===== config.mk =====
export PLATFORM = sky130hd
export DESIGN_NAME = ccph_top
export DESIGN_NICKNAME = d
export VERILOG_FILES = /design/src/rtl/ccph_pkg.sv /design/src/rtl/ccph_top.sv
export SDC_FILE = /design/constraint.sdc
export NUM_CORES = 2
export LEC_CHECK = 0
export BUFFER_PORTS_ARGS = -buffer_cell sky130_fd_sc_hd__buf_2
export CORE_UTILIZATION = 40
export CTS_CLUSTER_DIAMETER = 200
export DETAILED_ROUTE_END_ITERATION = 10
export REMOVE_ABC_BUFFERS = 1
export SLEW_MARGIN = 20
export SYNTH_ARGS = -nofsm -noshare
export SYNTH_HDL_FRONTEND = slang
export SYNTH_SLANG_ARGS = --single-unit

===== constraint.sdc =====
create_clock -name sys_clk -period 76.6 [get_ports sys_clk]
set_input_delay 7.66 -clock sys_clk [delete_from_list [all_inputs] [get_ports sys_clk]]
set_output_delay 7.66 -clock sys_clk [all_outputs]
set_load 0.05 [all_outputs]

===== src/rtl/ccph_pkg.sv =====
package ccph_pkg;
  // Timing.
  localparam int unsigned CLK_PERIOD_NS = 25;
  localparam int unsigned MS_NS         = 1_000_000;
  localparam int unsigned MS_CYCLES     = MS_NS / CLK_PERIOD_NS;
  localparam int unsigned BOOT_SLOW_MS  = 1200;
  localparam int unsigned BOOT_FAST_MS  = 600;
  localparam int unsigned SETTLE_END_MS = BOOT_FAST_MS + 600;

  // Frame identifiers (upper 13 bits of the 29-bit identifier), request bytes and fill byte.
  localparam logic [12:0] ID_WR_TOP  = 13'h0cef;
  localparam logic [12:0] ID_REQ_TOP = 13'h0cea;
  localparam logic [7:0]  REQ_B0     = 8'h00;
  localparam logic [7:0]  REQ_B1     = 8'hef;
  localparam logic [7:0]  REQ_B2     = 8'h00;
  localparam logic [7:0]  FILL       = 8'hff;

  // Parameter indexes.
  localparam logic [7:0] IX_DIR_P  = 8'h01;
  localparam logic [7:0] IX_DIR_R  = 8'h02;
  localparam logic [7:0] IX_RES_P  = 8'h03;
  localparam logic [7:0] IX_RES_R  = 8'h04;
  localparam logic [7:0] IX_CYC1   = 8'h05;
  localparam logic [7:0] IX_CYC2   = 8'h06;
  localparam logic [7:0] IX_ADDR   = 8'h07;
  localparam logic [7:0] IX_BAUD   = 8'h08;
  localparam logic [7:0] IX_FAST   = 8'h09;
  localparam logic [7:0] IX_PRE_P  = 8'h0a;
  localparam logic [7:0] IX_PRE_R  = 8'h0b;
  localparam logic [7:0] IX_OFS_P  = 8'h0c;
  localparam logic [7:0] IX_OFS_R  = 8'h0d;
  localparam logic [7:0] IX_TERM   = 8'h0e;
  localparam logic [7:0] IX_MODE   = 8'h0f;
  localparam logic [7:0] IX_FWVER  = 8'h10;
  localparam logic [7:0] IX_HWVER  = 8'h11;
  localparam logic [7:0] IX_SERIAL = 8'h12;
  localparam logic [7:0] IX_PCODE  = 8'h13;
  localparam logic [7:0] IX_NAME   = 8'h14;
  localparam logic [7:0] IX_STORE  = 8'hfa;
  localparam logic [7:0] IX_RESTOR = 8'hfc;
  localparam logic [31:0] KEY_STORE  = 32'h6576_6173; // Bytes 73 61 76 65 in frame order.
  localparam logic [31:0] KEY_RESTOR = 32'h6461_6f6c; // Bytes 6c 6f 61 64 in frame order.

  // Codes, limits and defaults.
  localparam logic [7:0]  RES_1       = 8'h01;
  localparam logic [7:0]  RES_10      = 8'h0a;
  localparam logic [7:0]  RES_100     = 8'h64;
  localparam logic [7:0]  BAUD_125    = 8'h03;
  localparam logic [7:0]  BAUD_250    = 8'h04;
  localparam logic [7:0]  BAUD_500    = 8'h05;
  localparam logic [7:0]  ADDR_MAX    = 8'hfd;
  localparam logic [7:0]  DEF_ADDR    = 8'hc0;
  localparam logic [15:0] DEF_CYCLE   = 16'h000a;
  localparam logic [31:0] PRESET_LIM  = 32'h0000_3c8c; // 155.00 degrees in 0.01 steps.
  localparam logic [31:0] HALF_TURN   = 32'h0000_4650; // 180.00 degrees.
  localparam logic [31:0] FULL_TURN   = 32'h0000_8ca0; // 360.00 degrees.
  localparam logic [2:0]  DEF_MODE    = 3'h1;

  // Software register map.
  localparam logic [3:0] RG_STATUS = 4'h0;
  localparam logic [3:0] RG_MODE   = 4'h4;
  localparam logic [3:0] RG_SERIAL = 4'h8;
  localparam logic [3:0] RG_ADDR   = 4'hc;

  typedef struct packed {
    logic [28:0]     id;
    logic [3:0]      dlc;
    logic [0:7][7:0] data;
  } ccph_frame_t;

  typedef struct packed {
    logic               dir_p;
    logic               dir_r;
    logic [7:0]         res_p;
    logic [7:0]         res_r;
    logic [15:0]        cyc1;
    logic [15:0]        cyc2;
    logic [7:0]         addr;
    logic [7:0]         baud;
    logic               fast;
    logic signed [31:0] pre_p;
    logic signed [31:0] pre_r;
    logic signed [31:0] ofs_p;
    logic signed [31:0] ofs_r;
    logic               term;
  } ccph_cfg_t;

  localparam ccph_cfg_t CFG_DEFAULT = '{
    dir_p: 1'b0, dir_r: 1'b0, res_p: RES_100, res_r: RES_100,
    cyc1: DEF_CYCLE, cyc2: DEF_CYCLE, addr: DEF_ADDR, baud: BAUD_250,
    fast: 1'b0, pre_p: 32'sh0000_0000, pre_r: 32'sh0000_0000,
    ofs_p: 32'sh0000_0000, ofs_r: 32'sh0000_0000, term: 1'b0};
endpackage


===== src/rtl/ccph_top.sv =====
// Local design decisions: the register addresses and the strobed register port.
module ccph_top #(
  parameter int unsigned  MS_CYCLES  = ccph_pkg::MS_CYCLES,
  parameter logic [31:0]  FW_VERSION = 32'h3030_2e31, // Arbitrary value.
  parameter logic [47:0]  HW_VERSION = 48'h3130_5645_5248, // Arbitrary value.
  parameter logic [31:0]  PROD_CODE  = 32'h3030_3058, // Arbitrary value.
  parameter logic [23:0]  DEV_NAME   = 24'h5458_4e // Arbitrary value.
) (
  input  wire logic                  sys_clk,
  input  wire logic                  resetn,
  input  wire logic                  rx_valid,
  input  wire ccph_pkg::ccph_frame_t rx_frame,
  output logic                       tx_valid,
  input  wire logic                  tx_ready,
  output ccph_pkg::ccph_frame_t      tx_frame,
  input  wire logic signed [31:0]    phys_pitch,
  input  wire logic signed [31:0]    phys_roll,
  output logic signed [31:0]         out_pitch,
  output logic signed [31:0]         out_roll,
  output logic                       msg1_go,
  output logic                       msg2_go,
  output logic                       pos_enable,
  output logic                       pos_settling,
  output logic [9:0]                 bitrate_kbps,
  output logic                       term_on,
  output logic [7:0]                 node_addr,
  output logic                       nvm_save,
  output ccph_pkg::ccph_cfg_t        nvm_data,
  output logic                       reset_req,
  input  wire logic [3:0]            reg_addr,
  input  wire logic [31:0]           reg_wdata,
  input  wire logic                  reg_wr,
  input  wire logic                  reg_rd,
  output logic [31:0]                reg_rdata
);

  typedef enum logic [1:0] {
    CCPH_IDLE = 2'b01,
    CCPH_SEND = 2'b10
  } ccph_tx_state_t;

  ccph_pkg::ccph_cfg_t   cfg_q;
  ccph_pkg::ccph_frame_t tx_q;
  ccph_tx_state_t        txs_q;
  logic [7:0]            addr_q;
  logic [7:0]            sel_idx_q;
  logic [2:0]            mode_q;
  logic [31:0]           serial_q;
  logic [31:0]           rdata_q;
  logic                  save_q;
  logic                  rst_req_q;
  logic [15:0]           div_q;
  logic                  ms_tick;
  logic [10:0]           boot_ms_q;
  logic [15:0]           cyc1_cnt_q;
  logic [15:0]           cyc2_cnt_q;
  logic                  go1_q;
  logic                  go2_q;
  logic signed [31:0]    out_p_q;
  logic signed [31:0]    out_r_q;

  logic                  wr_hit;
  logic                  req_hit;
  logic [7:0]            w_idx;
  logic [7:0]            w_b1;
  logic [15:0]           w_u16;
  logic signed [31:0]    w_s32;
  logic signed [31:0]    pre_diff;
  logic                  pre_ok;

  function automatic logic res_valid(input logic [7:0] code);
    return code == ccph_pkg::RES_1 || code == ccph_pkg::RES_10 || code == ccph_pkg::RES_100;
  endfunction

  function automatic logic signed [31:0] abs32(input logic signed [31:0] v);
    return (v < 0) ? -v : v;
  endfunction

  // Adds offset and direction, keeps the result inside -180 .. +180 and scales it.
  function automatic logic signed [31:0] angle_out(input logic signed [31:0] phys,
                                                   input logic signed [31:0] ofs,
                                                   input logic               dir,
                                                   input logic [7:0]         res);
    logic signed [31:0] s;
    s = phys + ofs;
    if (s >= $signed(ccph_pkg::HALF_TURN)) begin
      s = s - $signed(ccph_pkg::FULL_TURN);
    end else if (s < -$signed(ccph_pkg::HALF_TURN)) begin
      s = s + $signed(ccph_pkg::FULL_TURN);
    end
    if (dir) begin
      s = -s;
    end
    case (res)
      ccph_pkg::RES_1:  s = s / 100;
      ccph_pkg::RES_10: s = s / 10;
      default:          s = s;
    endcase
    return s;
  endfunction

  // Payload of a response: value bytes least significant first, unused bytes filled.
  function automatic logic [0:6][7:0] resp_value(input logic [7:0]          idx,
                                                 input ccph_pkg::ccph_cfg_t c,
                                                 input logic [2:0]          mode,
                                                 input logic [31:0]         serial);
    logic [0:6][7:0] v;
    v = {7{ccph_pkg::FILL}};
    case (idx)
      ccph_pkg::IX_DIR_P:  v[0] = {7'h00, c.dir_p};
      ccph_pkg::IX_DIR_R:  v[0] = {7'h00, c.dir_r};
      ccph_pkg::IX_RES_P: begin
        v[0] = c.res_p;
        v[1] = 8'h00;
      end
      ccph_pkg::IX_RES_R: begin
        v[0] = c.res_r;
        v[1] = 8'h00;
      end
      ccph_pkg::IX_CYC1: begin
        v[0] = c.cyc1[7:0];
        v[1] = c.cyc1[15:8];
      end
      ccph_pkg::IX_CYC2: begin
        v[0] = c.cyc2[7:0];
        v[1] = c.cyc2[15:8];
      end
      ccph_pkg::IX_ADDR:   v[0] = c.addr;
      ccph_pkg::IX_BAUD:   v[0] = c.baud;
      ccph_pkg::IX_FAST:   v[0] = {7'h00, c.fast};
      ccph_pkg::IX_PRE_P:  v[0:3] = {<<8{c.pre_p}};
      ccph_pkg::IX_PRE_R:  v[0:3] = {<<8{c.pre_r}};
      ccph_pkg::IX_OFS_P:  v[0:3] = {<<8{c.ofs_p}};
      ccph_pkg::IX_OFS_R:  v[0:3] = {<<8{c.ofs_r}};
      ccph_pkg::IX_TERM:   v[0] = {7'h00, c.term};
      ccph_pkg::IX_MODE:   v[0] = {5'h00, mode};
      ccph_pkg::IX_FWVER:  v[0:3] = {<<8{FW_VERSION}};
      ccph_pkg::IX_HWVER:  v[0:5] = {<<8{HW_VERSION}};
      ccph_pkg::IX_SERIAL: v[0:3] = {<<8{serial}};
      ccph_pkg::IX_PCODE:  v[0:3] = {<<8{PROD_CODE}};
      ccph_pkg::IX_NAME:   v[0:2] = {<<8{DEV_NAME}};
      default:             v = {7{ccph_pkg::FILL}};
    endcase
    return v;
  endfunction

  // Frame decode. Frames are addressed to the active address, never the pending one.
  assign wr_hit  = rx_valid && rx_frame.id[28:16] == ccph_pkg::ID_WR_TOP
                   && rx_frame.id[15:8] == addr_q;
  assign req_hit = rx_valid && rx_frame.id[28:16] == ccph_pkg::ID_REQ_TOP
                   && rx_frame.id[15:8] == addr_q
                   && rx_frame.data[0] == ccph_pkg::REQ_B0
                   && rx_frame.data[1] == ccph_pkg::REQ_B1
                   && rx_frame.data[2] == ccph_pkg::REQ_B2;
  assign w_idx    = rx_frame.data[0];
  assign w_b1     = rx_frame.data[1];
  assign w_u16    = {rx_frame.data[2], rx_frame.data[1]};
  assign w_s32    = {rx_frame.data[4], rx_frame.data[3], rx_frame.data[2], rx_frame.data[1]};
  assign pre_diff = (w_idx == ccph_pkg::IX_PRE_P) ? w_s32 - phys_pitch : w_s32 - phys_roll;
  assign pre_ok   = abs32(pre_diff) <= $signed(ccph_pkg::PRESET_LIM);

  // Parameter writes, store and restore.
  always_ff @(posedge sys_clk or negedge resetn) begin
    if (!resetn) begin
      cfg_q <= ccph_pkg::CFG_DEFAULT;
    end else if (wr_hit && rx_frame.dlc > 4'h1) begin
      case (w_idx)
        ccph_pkg::IX_DIR_P: if (w_b1 <= 8'h01) cfg_q.dir_p <= w_b1[0];
        ccph_pkg::IX_DIR_R: if (w_b1 <= 8'h01) cfg_q.dir_r <= w_b1[0];
        ccph_pkg::IX_RES_P: if (res_valid(w_b1)) cfg_q.res_p <= w_b1;
        ccph_pkg::IX_RES_R: if (res_valid(w_b1)) cfg_q.res_r <= w_b1;
        ccph_pkg::IX_CYC1:  cfg_q.cyc1 <= w_u16;
        ccph_pkg::IX_CYC2:  cfg_q.cyc2 <= w_u16;
        ccph_pkg::IX_ADDR:  if (w_b1 <= ccph_pkg::ADDR_MAX) cfg_q.addr <= w_b1;
        ccph_pkg::IX_BAUD: begin
          if (w_b1 >= ccph_pkg::BAUD_125 && w_b1 <= ccph_pkg::BAUD_500) begin
            cfg_q.baud <= w_b1;
          end
        end
        ccph_pkg::IX_FAST:  if (w_b1 <= 8'h01) cfg_q.fast <= w_b1[0];
        ccph_pkg::IX_PRE_P: begin
          if (pre_ok) begin
            cfg_q.pre_p <= w_s32;
            cfg_q.ofs_p <= pre_diff;
          end
        end
        ccph_pkg::IX_PRE_R: begin
          if (pre_ok) begin
            cfg_q.pre_r <= w_s32;
            cfg_q.ofs_r <= pre_diff;
          end
        end
        ccph_pkg::IX_TERM:  if (w_b1 <= 8'h01) cfg_q.term <= w_b1[0];
        ccph_pkg::IX_RESTOR: begin
          if (w_s32 == ccph_pkg::KEY_RESTOR) begin
            cfg_q <= ccph_pkg::CFG_DEFAULT;
          end
        end
        default: cfg_q <= cfg_q;
      endcase
    end
  end

  // Active address follows the written one only when the configuration is committed.
  always_ff @(posedge sys_clk or negedge resetn) begin
    if (!resetn) begin
      addr_q <= ccph_pkg::DEF_ADDR;
    end else if (wr_hit && w_idx == ccph_pkg::IX_STORE && w_s32 == ccph_pkg::KEY_STORE) begin
      addr_q <= cfg_q.addr;
    end else if (wr_hit && w_idx == ccph_pkg::IX_RESTOR
                 && w_s32 == ccph_pkg::KEY_RESTOR) begin
      addr_q <= ccph_pkg::DEF_ADDR;
    end
  end

  always_ff @(posedge sys_clk or negedge resetn) begin
    if (!resetn) begin
      save_q    <= 1'b0;
      rst_req_q <= 1'b0;
    end else begin
      save_q    <= wr_hit && w_idx == ccph_pkg::IX_STORE
                   && w_s32 == ccph_pkg::KEY_STORE;
      rst_req_q <= wr_hit && ((w_idx == ccph_pkg::IX_STORE && w_s32 == ccph_pkg::KEY_STORE)
                   || (w_idx == ccph_pkg::IX_RESTOR
                   && w_s32 == ccph_pkg::KEY_RESTOR));
    end
  end

  // Any write frame with an index from IX_DIR_P to IX_NAME also selects what the next read request returns.
  always_ff @(posedge sys_clk or negedge resetn) begin
    if (!resetn) begin
      sel_idx_q <= ccph_pkg::IX_DIR_P;
    end else if (wr_hit && w_idx >= ccph_pkg::IX_DIR_P && w_idx <= ccph_pkg::IX_NAME) begin
      sel_idx_q <= w_idx;
    end
  end

  // Response frame. A request that arrives while one is still waiting is dropped.
  always_ff @(posedge sys_clk or negedge resetn) begin
    if (!resetn) begin
      txs_q <= CCPH_IDLE;
      tx_q  <= '0;
    end else begin
      case (txs_q)
        CCPH_IDLE: begin
          if (req_hit) begin
            tx_q.id   <= {ccph_pkg::ID_WR_TOP, rx_frame.id[7:0], addr_q};
            tx_q.dlc  <= 4'h8;
            tx_q.data <= {sel_idx_q, resp_value(sel_idx_q, cfg_q, mode_q, serial_q)};
            txs_q     <= CCPH_SEND;
          end
        end
        CCPH_SEND: if (tx_ready) txs_q <= CCPH_IDLE;
        default: txs_q <= CCPH_IDLE;
      endcase
    end
  end

  // Millisecond enable.
  always_ff @(posedge sys_clk or negedge resetn) begin
    if (!resetn) begin
      div_q <= 16'h0000;
    end else if (ms_tick) begin
      div_q <= 16'h0000;
    end else begin
      div_q <= div_q + 16'h0001;
    end
  end
  assign ms_tick = div_q == 16'(MS_CYCLES - 1);

  // Start-up timer runs until the settling window of the fast start has passed.
  always_ff @(posedge sys_clk or negedge resetn) begin
    if (!resetn) begin
      boot_ms_q <= 11'h000;
    end else if (ms_tick && boot_ms_q < 11'(ccph_pkg::SETTLE_END_MS)) begin
      boot_ms_q <= boot_ms_q + 11'h001;
    end
  end
  assign pos_enable   = cfg_q.fast ? boot_ms_q >= 11'(ccph_pkg::BOOT_FAST_MS)
                        : boot_ms_q >= 11'(ccph_pkg::BOOT_SLOW_MS);
  assign pos_settling = cfg_q.fast && pos_enable
                        && boot_ms_q < 11'(ccph_pkg::SETTLE_END_MS);

  // Message cadence. A cycle time of zero stops that message.
  always_ff @(posedge sys_clk or negedge resetn) begin
    if (!resetn) begin
      cyc1_cnt_q <= 16'h0000;
      go1_q      <= 1'b0;
    end else begin
      go1_q <= 1'b0;
      if (ms_tick && pos_enable && cfg_q.cyc1 != 16'h0000) begin
        if (cyc1_cnt_q + 16'h0001 >= cfg_q.cyc1) begin
          cyc1_cnt_q <= 16'h0000;
          go1_q      <= 1'b1;
        end else begin
          cyc1_cnt_q <= cyc1_cnt_q + 16'h0001;
        end
      end
    end
  end

  always_ff @(posedge sys_clk or negedge resetn) begin
    if (!resetn) begin
      cyc2_cnt_q <= 16'h0000;
      go2_q      <= 1'b0;
    end else begin
      go2_q <= 1'b0;
      if (ms_tick && pos_enable && cfg_q.cyc2 != 16'h0000) begin
        if (cyc2_cnt_q + 16'h0001 >= cfg_q.cyc2) begin
          cyc2_cnt_q <= 16'h0000;
          go2_q      <= 1'b1;
        end else begin
          cyc2_cnt_q <= cyc2_cnt_q + 16'h0001;
        end
      end
    end
  end

  // The pitch input of a dual-axis unit is already folded at 90 degrees, so adding the
  // offset afterwards leaves the slope change at the same physical orientation.
  always_ff @(posedge sys_clk or negedge resetn) begin
    if (!resetn) begin
      out_p_q <= 32'sh0000_0000;
      out_r_q <= 32'sh0000_0000;
    end else begin
      out_p_q <= angle_out(phys_pitch, cfg_q.ofs_p, cfg_q.dir_p, cfg_q.res_p);
      out_r_q <= angle_out(phys_roll, cfg_q.ofs_r, cfg_q.dir_r, cfg_q.res_r);
    end
  end

  // Software registers.
  always_ff @(posedge sys_clk or negedge resetn) begin
    if (!resetn) begin
      mode_q   <= ccph_pkg::DEF_MODE;
      serial_q <= 32'h0000_0000;
    end else if (reg_wr) begin
      if (reg_addr == ccph_pkg::RG_MODE && reg_wdata[2:0] >= 3'h1 && reg_wdata[2:0] <= 3'h4) begin
        mode_q <= reg_wdata[2:0];
      end
      if (reg_addr == ccph_pkg::RG_SERIAL) begin
        serial_q <= reg_wdata;
      end
    end
  end

  always_ff @(posedge sys_clk or negedge resetn) begin
    if (!resetn) begin
      rdata_q <= 32'h0000_0000;
    end else if (reg_rd) begin
      case (reg_addr)
        ccph_pkg::RG_STATUS: rdata_q <= {28'h000_0000, txs_q == CCPH_SEND,
                                         cfg_q.addr != addr_q, pos_settling, pos_enable};
        ccph_pkg::RG_MODE:   rdata_q <= {29'h0000_0000, mode_q};
        ccph_pkg::RG_SERIAL: rdata_q <= serial_q;
        ccph_pkg::RG_ADDR:   rdata_q <= {16'h0000, cfg_q.addr, addr_q};
        default:             rdata_q <= 32'h0000_0000;
      endcase
    end else begin
      rdata_q <= 32'h0000_0000;
    end
  end

  always_comb begin
    case (cfg_q.baud)
      ccph_pkg::BAUD_125: bitrate_kbps = 10'd125;
      ccph_pkg::BAUD_500: bitrate_kbps = 10'd500;
      default:            bitrate_kbps = 10'd250;
    endcase
  end

  assign tx_valid     = txs_q == CCPH_SEND;
  assign tx_frame     = tx_q;
  assign out_pitch    = out_p_q;
  assign out_roll     = out_r_q;
  assign msg1_go      = go1_q;
  assign msg2_go      = go2_q;
  assign term_on      = cfg_q.term;
  assign node_addr    = addr_q;
  assign nvm_save     = save_q;
  assign nvm_data     = cfg_q;
  assign reset_req    = rst_req_q;
  assign reg_rdata    = rdata_q;

endmodule

==> results.toml <==
[status]
status = "finished clean"

[layout]
stdcell_count = 15801
syn_to_final_growth_pct = 37.64
drive_gt1_share_pct = 32.15
final_util_pct = 55.37
fillers = 18024
nets = 13860

[sta]
setup_violations = 0
maxSlewHeadroom_pct = 26.70
final_hold_viol_count = 0
period_share_pct = 95.22
slew_violations = 0
skew_ps = 91.87
fin_crit_ps = 72940
tightest_slew_ps = 1097
setup_slack_ps = 3660
max_freq_ghz = 0.01371

[routing]
wl_per_cell_um = 22.47
viasPerCell = 5.946
drt_iter0_markers = 7515
drtAntennaViolNets = 0
dr.pass1.iters = 9
routed_wl_mm = 355.0
vias = 93947
drc_errors = 0

[die]
start_util_pct = 40.23
ioPinCount = 618
core-area_um2 = 187600
die_x_um = 436.4
fp.dieH_um = 436.4
num_rows = 159
die_area_um2 = 190400

[place]
io_buffers = 581
dp_slack_ps = -692.7
dp_cells = 15618
gp_congestion = 1.012
hpwl_mm = 293.8

[global_route]
grt_use_total_pct = 35.46
grt_pass1_vias = 90539
antenna_found_initial = 38
grt_max_degree = 158
grt_pass1_wl_mm = 535.7
overflow = 0

[run]
drv_cap = 0

[synthesis]
synth_top_area_share_pct = 14.86
synth_edf_count = 0
synthCells = 10234
yosys_warnings = 0
avgSynthCellArea_um2 = 7.374
seq_area_frac_synth_pct = 15.48
synth_ff_type = "dfrtp_1"
synth_area_leaders = "dfrtp_1, ha_1, xnor2_1, nand2_1, nor2_1"
netlist_area_um2 = 75470
netlist-cell-type-count = 167
synth_top_area_cell = "dfrtp_1"
ys_seq_elements = 466
async_flop_share_pct = 100.0

[cts]
htreeDepth = 2
clk_latency_ps = 740
cts_buffer_depth = 3
cts_made_buffers = 55
cts.sinks = 466
tritoncts = "done"
clk_pin_slew_ps = 70
root_buffer = "clkbuf_16"

[setup_path]
crit_path_start_kind = "input pin"
crit_slowest_cell = "or4_1"
max_stage_delay_ps = 570
crit_fanout = 8
cp_common_cell = "ha_1"
critPathRequiredTime_ps = 77070
endpoint_kind = "flip-flop"
arrival_ps = 73410
critical_path_class = "input pin to flip-flop"

[hold_path]
hold_class = "flip-flop to flip-flop"
registers in the layout, summed over array words and instances, names as in the netlist, 11 cells and up:
name,count
cyc1_cnt_q,16
out_roll,32
div_q,16
boot_ms_q,11
cyc2_cnt_q,16
tx_frame,58
nvm_data,195
serial_q,32
reg_rdata,32
out_pitch,32
through the flow:
stage | hold slack (ps) | area (um2) | TNS [ps]
floorplan | 437.6 | 73360 | -273710
global placement | 445.9 | 100000 | 0
detailed placement | 450.5 | 100000 | -6744
CTS | 465.1 | 102000 | 0
global route | 483.8 | 103900 | -6214
finish | 462.2 | 103900 | 0
cell families after synthesis:
group / count (synthesis) / share of synthesized area (%)
AOI/OAI and AO/OA: 3200 / 29.59
xor gates and xnor gates: 758 / 8.895
adders and majority gates: 431 / 7.176
buffers and inverters: 734 / 4.372
DFF: 466 / 15.48
muxes: 340 / 4.823
other: 2 / 0.009951
and+or+nand+nor: 4303 / 29.65
path summary, 6_finish.rpt:
kind,end,slack (ps),from,cells after the start
worst max register to register,out_pitch[26]$_DFF_PN0_,10090,nvm_data[33]$_DFFE_PN0P_,330
worst max-delay path,out_pitch[26]$_DFF_PN0_,3660,phys_pitch[0],331
worst min-delay path,tx_frame[83]$_DFFE_PN0P_,460,tx_frame[83]$_DFFE_PN0P_,2
worst min register to register,tx_frame[83]$_DFFE_PN0P_,460,tx_frame[83]$_DFFE_PN0P_,2
max in group asynchronous,cyc2_cnt_q[3]$_DFFE_PN0P_,67310,resetn,3
min in group asynchronous,tx_frame[71]$_DFFE_PN0P_,7010,resetn,1
cells in the mapped netlist, types with 42 or more instances:
library cell / count
a211o_1: 55
a211oi_1: 104
a21o_1: 176
a21oi_1: 647
a221oi_1: 51
a22oi_1: 71
a31oi_1: 165
and2_1: 154
and3_1: 172
and4_1: 50
buf_2: 66
buf_4: 87
clkbuf_1: 233
dfrtp_1: 448
ha_1: 428
inv_1: 296
mux2_2: 129
mux2i_1: 197
nand2_1: 1096
nand2b_1: 162
nand3_1: 357
nand4_1: 148
nor2_1: 875
nor2b_1: 111
nor3_1: 380
nor3b_1: 42
nor4_1: 136
o2111ai_1: 44
o211ai_1: 108
o21a_1: 127
o21ai_0: 650
o21ai_1: 71
o21bai_1: 66
o22ai_1: 51
o31ai_1: 105
or2_2: 92
or3_1: 157
or4_1: 63
xnor2_1: 482
xor2_1: 267
layout by cell type (no fill, tap or decap), types with 69 or more instances in the layout:
| cell type | Yosys | final |
|---|---|---|
| dfrtp_1 | 448 | 445 |
| inv_1 | 296 | 295 |
| o21a_1 | 127 | 124 |
| o211ai_1 | 108 | 108 |
| a21oi_1 | 647 | 605 |
| and2_1 | 154 | 152 |
| nor2b_1 | 111 | 97 |
| xnor2_1 | 482 | 464 |
| or2_2 | 92 | 92 |
| nand3_1 | 357 | 352 |
| a21o_1 | 176 | 176 |
| o21ai_1 | 71 | 91 |
| a22oi_1 | 71 | 69 |
| nor2_1 | 875 | 858 |
| ha_1 | 428 | 425 |
| nand2_1 | 1096 | 1078 |
| mux2_2 | 129 | 128 |
| o31ai_1 | 105 | 100 |
| buf_2 | 66 | 580 |
| or3_1 | 157 | 150 |
| nor4_1 | 136 | 122 |
| a211oi_1 | 104 | 96 |
| a31oi_1 | 165 | 163 |
| o21ai_0 | 650 | 615 |
| mux2i_1 | 197 | 182 |
| nand4_1 | 148 | 148 |
| xor2_1 | 267 | 256 |
| nand2b_1 | 162 | 161 |
| and3_1 | 172 | 172 |
| buf_4 | 87 | 2765 |
| nor3_1 | 380 | 361 |
layout make-up:
cell class	instances	area, um2	area share [%]
timing repair buffer	3350	23750	22.86
sequential	466	11690	11.25
multi-input combinational	9046	62150	59.83
tap	2495	3122	3.005
antenna	34	85.08	0.08191
inverter	307	1155	1.112
clock inverter	31	421.7	0.4059
clock buffer	72	1510	1.454
critical path: cells and delay by family:
family	cells	cell delay, ps
compound gates	122	22580
buf+inv	25	3570
mux	14	3520
simple gates	133	25480
fa+ha+maj	32	9430
xor+xnor	5	1060
metal layers:
layer / vias up / track usage [%] / wire, um
li1: 44655 / - / -
met1: 44945 / 44.60 / 147800
met2: 3516 / 57.53 / 160000
met3: 821 / 4.414 / 22120
met4: 10 / 21.92 / 25050
met5: - / 0 / 71
timing repair:
action                     4_1_cts  5_1_grt
pin swaps                        1       79
setup endpoints to repair        8       64
buffers inserted                 0       45
hold buffers                     0        0
gates cloned                     0        1
gates resized for setup          9      322
Power is left out: the tool's default activity adds up to more than one toggle a clock period on the data nets, which glitch-free logic cannot reach.
